==> config.mk <==
export PLATFORM = sky130hd
export DESIGN_NAME = lcdd_driver
export DESIGN_NICKNAME = d
export VERILOG_FILES = /design/src/lcdd_pkg.sv /design/src/lcdd_driver.sv
export VERILOG_INCLUDE_DIRS = /design/src
export SDC_FILE = /design/constraint.sdc
export NUM_CORES = 1
export LEC_CHECK = 0
export ABC_CLOCK_PERIOD_IN_PS = 2020
export BUFFER_PORTS_ARGS = -buffer_cell sky130_fd_sc_hd__clkbuf_2
export CAP_MARGIN = 5
export CORE_MARGIN = 2
export CORE_UTILIZATION = 54
export CTS_CLUSTER_DIAMETER = 120
export DETAILED_ROUTE_END_ITERATION = 7
export PLACE_DENSITY = 0.87
export SLEW_MARGIN = 20
export SYNTH_ARGS = -nofsm -noshare
export SYNTH_HDL_FRONTEND = slang
export SYNTH_SLANG_ARGS = --single-unit
export TNS_END_PERCENT = 5
==> constraint.sdc <==
create_clock -name clock -period 2.02 [get_ports clock]
set_input_delay 0.404 -clock clock [delete_from_list [all_inputs] [get_ports clock]]
set_output_delay 0.404 -clock clock [all_outputs]
set_load 0.05 [all_outputs]
==> src/lcdd_params.svh <==
// Constants for the LCD display memory driver
`ifndef LCDD_PARAMS_SVH
`define LCDD_PARAMS_SVH
`define LCDD_BANK_SELECT_ADDR 8'h04
`define LCDD_BANK_SELECT_RST  8'h00
`define LCDD_BANK_LCD         8'h01
`define LCDD_DISP_FIRST       8'h40
`define LCDD_DISP_LAST        8'h52
`define LCDD_DISP_BYTES       19
`define LCDD_SYS_DIV          2'h3
`endif

==> src/lcdd_pkg.sv <==
// Types for the LCD display memory driver
package lcdd_pkg;
  typedef enum logic [1:0] {
    LCDD_DUTY_2 = 2'h0,
    LCDD_DUTY_3 = 2'h1,
    LCDD_DUTY_4 = 2'h2
  } lcdd_duty_e;
  typedef enum logic [1:0] {
    LCDD_SRC_SYS4 = 2'h0,
    LCDD_SRC_RTC  = 2'h1,
    LCDD_SRC_WDT  = 2'h2
  } lcdd_src_e;
  typedef enum logic [3:0] {
    LCDD_PH0 = 4'h1,
    LCDD_PH1 = 4'h2,
    LCDD_PH2 = 4'h4,
    LCDD_PH3 = 4'h8
  } lcdd_phase_e;
  // Drive level code: 0 = ground, 3 = full LCD voltage, 1/2 intermediate
  typedef logic [1:0] lcdd_level_t;
endpackage : lcdd_pkg

==> src/lcdd_driver.sv <==
// LCD display memory, bank switch and common/segment scan driver
// Core side
//   The core presents one strobe cycle per data memory access: mem_wr or
//   mem_rd, with mem_addr, mem_wdata and mem_indirect standing beside it.
//   A strobe counts only on an edge with clk_en high.
//   Read data and the display hit flag appear one cycle after the strobe.
//   mem_hit_lcd is a one-cycle pulse that tells the core not to touch its
//   own general memory byte at the same address.
//   mem_rdata holds its value until the next read that the block answers.
//   Reads of general memory leave mem_rdata untouched; the core muxes.
//
// Bank register
//   The bank register answers at its own address whatever the access mode,
//   so direct writes can switch banks before a pointer access.
//   Only the value 01H opens the display window; any other value closes it.
//
// Scan side
//   Source ticks come from system/4 or from a rising edge of one of the two
//   slow oscillators, sampled once against the core clock.
//   The oscillators must be far slower than the core clock; a pulse shorter
//   than one clock period can be lost, which only slows the scan.
//   One common phase lasts 2^(sel+2) source ticks.
//   Polarity flips after the last common of a frame, so every pixel sees an
//   equal and opposite swing over two frames and the net DC is zero.
//
// Level code on the drive outputs
//   0 ground, 3 full panel voltage, 1 and 2 the intermediate levels.
//   In 1/2 bias only level 1 is used as intermediate.
//   In 1/3 bias the idle commons and the off segments sit one third apart
//   from each other, so an off pixel sees one third of the swing.
//
// Halt
//   With the halt option clear the divider stops and every pin goes to
//   ground, so the glass sees no voltage while the core sleeps.
//   Display memory keeps its contents through halt.
//
// Limitations
//   opt_div_sel of seven is outside the documented range and divides by 256, as six does.
//   Option inputs are level signals; changing them mid-frame can stretch
//   one phase but never leaves the sequencer in an unused state.
`timescale 1ns/10ps
`include "lcdd_params.svh"
module lcdd_driver
  import lcdd_pkg::*;
(
  input  wire logic                     clock,
  input  wire logic                     rst,
  input  wire logic                     clk_en,
  input  wire logic                     mem_wr,
  input  wire logic                     mem_rd,
  input  wire logic                     mem_indirect,
  input  wire logic [7:0]               mem_addr,
  input  wire logic [7:0]               mem_wdata,
  input  wire lcdd_pkg::lcdd_duty_e     opt_duty,
  input  wire logic                     opt_bias_third,
  input  wire lcdd_pkg::lcdd_src_e      opt_src,
  input  wire logic [2:0]               opt_div_sel,
  input  wire logic                     opt_on_in_halt,
  input  wire logic                     cpu_halt,
  input  wire logic                     timekeeping_oscillator,
  input  wire logic                     watchdog_oscillator,
  output logic [7:0]                    mem_rdata,
  output logic                          mem_hit_lcd,
  output logic [7:0]                    bank_select,
  output lcdd_pkg::lcdd_level_t         com_level [4],
  output lcdd_pkg::lcdd_level_t         seg_level [19]
);
  import lcdd_pkg::*;

  // Display memory array
  logic [7:0] disp_q [`LCDD_DISP_BYTES];
  logic [7:0] disp_d [`LCDD_DISP_BYTES];
  logic [7:0] bank_q, bank_d;
  logic [7:0] rdata_q, rdata_d;
  logic       hit_q, hit_d;

  // Address falls into display window
  function automatic logic in_disp(input logic [7:0] a);
    in_disp = (a >= `LCDD_DISP_FIRST) && (a <= `LCDD_DISP_LAST);
  endfunction : in_disp

  logic lcd_sel;
  logic [4:0] disp_idx;
  assign disp_idx = 5'(mem_addr - `LCDD_DISP_FIRST);
  // Only pointer-one indirect with bank 1 reaches display bytes
  assign lcd_sel = in_disp(mem_addr) && mem_indirect
                   && (bank_q == `LCDD_BANK_LCD);

  // Register and display memory next state
  always_comb begin
    disp_d  = disp_q;
    bank_d  = bank_q;
    rdata_d = rdata_q;
    hit_d   = 1'b0;
    if (mem_wr && mem_addr == `LCDD_BANK_SELECT_ADDR) begin
      bank_d = mem_wdata;
    end
    if (lcd_sel && (mem_wr || mem_rd)) begin
      hit_d = 1'b1; // Tells the core to leave general memory alone
      if (mem_wr) begin
        disp_d[disp_idx] = mem_wdata;
      end
      if (mem_rd) begin
        rdata_d = disp_q[disp_idx];
      end
    end else if (mem_rd && mem_addr == `LCDD_BANK_SELECT_ADDR) begin
      rdata_d = bank_q;
    end
  end

  always_ff @(posedge clock) begin
    if (rst) begin
      bank_q  <= `LCDD_BANK_SELECT_RST;
      rdata_q <= 8'h00;
      hit_q   <= 1'b0;
      for (int i = 0; i < `LCDD_DISP_BYTES; i++) begin
        disp_q[i] <= 8'h00;
      end
    end else if (clk_en) begin
      bank_q  <= bank_d;
      rdata_q <= rdata_d;
      hit_q   <= hit_d;
      disp_q  <= disp_d;
    end
  end

  assign mem_rdata   = rdata_q;
  assign mem_hit_lcd = hit_q;
  assign bank_select = bank_q;

  // Source clocks: oscillators are sampled as plain inputs, so they must be
  // much slower than the 25 MHz core clock; edges are taken from one stage.
  logic [1:0] sys_div_q, sys_div_d;
  logic       rtc_q, rtc_d, wdt_q, wdt_d;
  logic       src_tick;
  logic [7:0] scan_div_q, scan_div_d;
  logic       scan_tick;
  logic       run;

  assign run = !cpu_halt || opt_on_in_halt;

  always_comb begin
    sys_div_d = sys_div_q + 2'h1;
    rtc_d     = timekeeping_oscillator;
    wdt_d     = watchdog_oscillator;
    case (opt_src)
      LCDD_SRC_SYS4: src_tick = (sys_div_q == `LCDD_SYS_DIV);
      LCDD_SRC_RTC:  src_tick = timekeeping_oscillator && !rtc_q;
      LCDD_SRC_WDT:  src_tick = watchdog_oscillator && !wdt_q;
      default:       src_tick = 1'b0;
    endcase
    scan_div_d = scan_div_q;
    scan_tick  = 1'b0;
    if (run && src_tick) begin
      // Divide by 2^(sel+2): seven choices from 4 to 256
      if (scan_div_q == 8'((9'h004 << opt_div_sel) - 9'h001)) begin
        scan_div_d = 8'h00;
        scan_tick  = 1'b1;
      end else begin
        scan_div_d = scan_div_q + 8'h01;
      end
    end
  end

  always_ff @(posedge clock) begin
    if (rst) begin
      sys_div_q  <= 2'h0;
      rtc_q      <= 1'b0;
      wdt_q      <= 1'b0;
      scan_div_q <= 8'h00;
    end else if (clk_en) begin
      sys_div_q  <= sys_div_d;
      rtc_q      <= rtc_d;
      wdt_q      <= wdt_d;
      scan_div_q <= scan_div_d;
    end
  end

  // Common phase sequencer and frame polarity
  lcdd_phase_e phase_q, phase_d;
  logic        pol_q, pol_d;
  logic        last_phase;

  always_comb begin
    phase_d = phase_q;
    pol_d   = pol_q;
    case (phase_q)
      LCDD_PH1: last_phase = (opt_duty == LCDD_DUTY_2);
      LCDD_PH2: last_phase = (opt_duty == LCDD_DUTY_3);
      LCDD_PH3: last_phase = 1'b1;
      default:  last_phase = 1'b0;
    endcase
    if (scan_tick) begin
      if (last_phase) begin
        phase_d = LCDD_PH0;
        pol_d   = !pol_q;
      end else begin
        case (phase_q)
          LCDD_PH0: phase_d = LCDD_PH1;
          LCDD_PH1: phase_d = LCDD_PH2;
          LCDD_PH2: phase_d = LCDD_PH3;
          default:  phase_d = LCDD_PH0;
        endcase
      end
    end
  end

  always_ff @(posedge clock) begin
    if (rst) begin
      phase_q <= LCDD_PH0;
      pol_q   <= 1'b0;
    end else if (clk_en) begin
      phase_q <= phase_d;
      pol_q   <= pol_d;
    end
  end

  // Level helpers: full, ground and the intermediate levels per bias, one in 1/2 bias and two in 1/3 bias
  function automatic lcdd_level_t lvl(input logic high, input logic pol);
    lvl = (high ^ pol) ? 2'h3 : 2'h0;
  endfunction : lvl

  logic [1:0]  cur_com;
  lcdd_level_t com_d [4];
  lcdd_level_t seg_d [19];
  lcdd_level_t com_q [4];
  lcdd_level_t seg_q [19];
  lcdd_level_t mid_com, mid_seg_on, mid_seg_off;

  always_comb begin
    case (phase_q)
      LCDD_PH1: cur_com = 2'h1;
      LCDD_PH2: cur_com = 2'h2;
      LCDD_PH3: cur_com = 2'h3;
      default:  cur_com = 2'h0;
    endcase
    // 1/2 bias: everything idle sits at mid. 1/3 bias: unselected commons
    // at 1/3 or 2/3, off segments at 2/3 or 1/3 so off pixels see only Vlcd/3.
    if (opt_bias_third) begin
      mid_com     = pol_q ? 2'h2 : 2'h1;
      mid_seg_on  = pol_q ? 2'h3 : 2'h0;
      mid_seg_off = pol_q ? 2'h1 : 2'h2;
    end else begin
      mid_com     = 2'h1;
      mid_seg_on  = pol_q ? 2'h3 : 2'h0;
      mid_seg_off = 2'h1;
    end
    for (int c = 0; c < 4; c++) begin
      com_d[c] = (2'(c) == cur_com) ? lvl(1'b1, pol_q) : mid_com;
    end
    for (int s = 0; s < 19; s++) begin
      // Pixel on drives segment opposite to its common
      seg_d[s] = disp_q[s][cur_com] ? mid_seg_on : mid_seg_off;
    end
    // Fourth common reuses the last segment pin
    if (opt_duty == LCDD_DUTY_4) begin
      seg_d[18] = com_d[3];
    end
    if (!run) begin
      // Halted with display off: all pins at ground, panel sees no voltage
      for (int c = 0; c < 4; c++) begin
        com_d[c] = 2'h0;
      end
      for (int s = 0; s < 19; s++) begin
        seg_d[s] = 2'h0;
      end
    end
  end

  always_ff @(posedge clock) begin
    if (rst) begin
      for (int c = 0; c < 4; c++) begin
        com_q[c] <= 2'h0;
      end
      for (int s = 0; s < 19; s++) begin
        seg_q[s] <= 2'h0;
      end
    end else if (clk_en) begin
      com_q <= com_d;
      seg_q <= seg_d;
    end
  end

  assign com_level = com_q;
  assign seg_level = seg_q;
endmodule : lcdd_driver

==> metrics.md <==
| Metric | Value |
|---|---|
| Worst hold margin | 0.146 ns |
| Final worst-path cycle share | 101% |
| Clock Root Buffer | clkbuf_16 |
| Capturing element type of the critical path | register |
| Hold path endpoint | rtc_q |
| Number of nets in the final layout | 1289 |
| Relative slew slack | 58.7% |
| Largest net degree at the start of global routing | 115 |
| Worst slack, placed | -0.155 ns |
| Number of hold-slack violations in the final timing report | 0 |
| Average detailed-routed wire length per instance | 19.7 um |
| Total number of H-tree levels | 1 |
| Startpoint of the worst-slack reg-to-reg timing path | bank_select[5] |
| Min cycle time layout | 2.05 ns |
| Antenna Cells | 0 |
| Internal Power | 7.46 mW |
| Synth area leaders | dfxtp_1 41%, mux2i_1 24%, nor2_1 6.0% |
| Total number of vias | 9181 |
| CP Max Fanout | 12 |
| Routed met2 length | 14900 um |
| Core Region | 0.0204 mm^2 |
| Setup CP Type | register to register |
| Slowest cell on crit path | dfxtp_2 |
| Met1 wire length | 12700 um |
| HPWL after detailed placement | 20500 um |
| Sequential fraction of design power | 47.0% |
| Largest area contributor in the netlist | dfxtp_1 |
| PortBufs | 96 |
| Max rail drop VDD | 0.602 mV |
| Beginning of the worst hold path | timekeeping_oscillator |
| Beginning of the critical path | bank_select[5] |
| Die X-Extent | 149 um |
| Netlist Area Pre-Place | 0.0113 mm^2 |
| Total cell area at the placement stage | 0.0127 mm^2 |
| TritonRoute pass-1 iters | 5 |
| Setup Viol. Count Final | 1 |
| Sequence of cells on the critical path | nor4_4 > buf_4 > o2111ai_4 > a21oi_4 > buf_12 > nand4_2 > buf_12 > mux2i_1 > nor2_1 |
| Slew of the pin with the lowest slew margin | 0.618 ns |
| Highest metal layer used by the detailed router | met4 |
| Register-to-register setup slack | -0.03 ns |
| Routability Congestion | 0.903 |
| Top cell by count, worst path | buf_12 |
| Initial Util | 55.5% |
| Number of vias per cell after detailed routing | 5.96 |
| Total Die Area | 0.0221 mm^2 |
| Most frequently used cell type in the post-synthesis netlist | mux2i_1 |
| Post-synthesis sequential area ratio | 41.1% |
| Register bit count reported by yosys | 232 |
| TritonCTS Sinks | 232 |
| Clock share of power | 44.7% |
| Violations in the final reports | negative setup slack |
| Proportion of register bits with asynchronous set or reset after synthesis | 0% |
| Fraction of power spent switching nets | 24.8% |
| Fraction of post-synthesis cell area in the top cell type by area | 41.1% |
| Global-route total usage across every layer | 26.8% |
| Result of the run | finished with violations |
| Number of instances in the synthesized netlist | 1121 |
| Sum of routed wire length over all layers | 30300 um |
| Hold Buf Count CTS | 0 |
| Post-synth cell types | 75 |
| CTS tree | built |
| Synthesized area divided by synthesized cell count | 10.1 um^2 |
| Setup repair after global routing missed its margin | true |
| Detail Route met3 WL | 1920 um |
| Clock slew at the register clock pins of the worst setup and hold paths | 0.06 ns |
| Die Y | 149 um |
| Number of enable-type register cells in the synthesized netlist | 0 |
| Worst-skew pair later-pin latency | 0.53 ns |
| TritonCTS buffer count | 24 |
| Crit Reg-Reg Endpoint | disp_q[43] |
| Rows | 52 |
| Achievable clock frequency | 489 MHz |
| Part of the power in combinational logic | 8.3% |
| Path class of the lowest-slack min-delay path | input pin to register |
| Fraction of final layout cells with drive strength greater than 1 | 25.5% |
| Slowest stage delay, CP | 0.33 ns |
| Max-capacitance violation count | 0 |
| CP required | 2.41 ns |
| Power density over cell area | 728 mW/mm^2 |
| Number of global-route vias before repair | 8985 |
| Antenna Nets Post-Route | 0 |
| Number of nets in the synthesized netlist | 1157 |
| Wire length of the first global-routing pass | 47500 um |
| Longest Clk Path Bufs | 3 |
| Worst reg2reg path depth | 9 |
| Yosys warns | 0 |
| 1st-iter DRT viols | 769 |
| Initial antenna violation count | 0 |
| Synth cell count leaders | 275 x mux2i_1, 232 x dfxtp_1, 182 x nor2_1, 52 x clkbuf_1, 38 x nand2_1 |
| Fraction of the core area covered by cells at the end of the flow | 66.9% |
| Final worst clock skew | 0.00586 ns |
| Cell leakage power | 6.98 nW |
| Layout-stage area growth over the synthesis result | 20.6% |
| P_sw | 2.45 mW |
| Area of all placed cells without fillers | 0.0136 mm^2 |
| Crit path arrival time | 2.43 ns |
| Hold path depth | 3 |
| Worst path setup slack after routing | -0.0255 ns |
| Kind of launch point of the worst setup path | register |
| DRC viols | 0 |
| Main synth FF type | dfxtp_1 |
| Number of top-level design ports | 97 |
| Final slew viol count | 0 |
| Aggregate global routing overflow | 0 |
[worst max path at each step]
stage and to:
2_1_floorplan mem_rdata[4], 3_3_place_gp mem_rdata[5], 3_5_place_dp mem_rdata[2], 4_1_cts disp_q[84]
5_1_grt disp_q[144], 6_report disp_q[43]
[cells in the final DEF (no fill, tap or decap), drive strengths merged, types with 10 or more instances in the layout]
cell type,instances
a21boi,17
a21o,36
a21oi,17
a22oi,18
buf,98
clkbuf,130
dfxtp,232
mux2i,275
mux4,17
nand2,38
nand3,21
nand4,23
nor2,187
nor2b,10
nor3,15
o21ai,21
[kinds of logic after synthesis]
family,synth area share [%]
adder cells (fa/ha/maj),0.221
AO/OA/AOI/OAI,9.11
buffers and inverters,3.86
XOR/XNOR,0.775
AND/OR/NAND/NOR,16.4
multiplexers,28.5
flip-flops,41.1
[registers in the layout, indices dropped and copies added, names as in the netlist]
register and count:
mem_rdata 8, sys_div_q 2, rtc_q 1, com_level 8, bank_select 8, disp_q 152, mem_hit_lcd 1, scan_div_q 8
phase_q 4, pol_q 1, seg_level 38, wdt_q 1
[metrics by stage]
step,power [mW],instances,setup TNS [ns]
5_1_grt,10.2,1541,-7.02
4_1_cts,9.93,1542,-0.424
6_report,9.91,1541,-0.0255
3_5_place_dp,5.56,1496,-8.26
2_1_floorplan,5.31,1121,-0.00243
3_3_place_gp,5.55,1496,-2.98
[layer usage]
layer,up-vias,track usage [%]
li1,4274,-
met1,4487,34.4
met2,355,46.1
met3,65,4.17
met4,0,9.48
met5,-,0
[critical path: cells and delay by family, from the launching register on]
| kind | cells | cell delay, ns |
|---|---|---|
| AO/OA/AOI/OAI | 2 | 0.33 |
| buffers and inverters | 3 | 0.55 |
| flip-flops | 1 | 0.33 |
| multiplexers | 1 | 0.19 |
| AND/OR/NAND/NOR | 3 | 0.49 |
[repair_timing]
item	4_1_cts	5_1_grt
pin swaps	0	6
setup endpoints to repair	110	176
gates resized for setup	8	21
setup buffers	1	0
cloned	1	0
[power by group through the flow]
stage	sequential (mW)	combinational [mW]	clock (mW)
after floorplan	4.93	0.381	0
after global placement	4.76	0.783	0
after detailed placement	4.77	0.800	0
after CTS	4.66	0.806	4.46
after global routing	4.67	0.860	4.64
final	4.66	0.819	4.43
[area by class of cell]
type	instances	area, um^2
multi-input cells	798	6350
clock buffers	36	716
well taps	270	338
fillers	1506	6740
clock inverters	8	76.3
repair buffers	192	1480
inverters	5	18.8
flip-flops and latches	232	4650
Note: power is estimated with default switching activity, not from simulation.
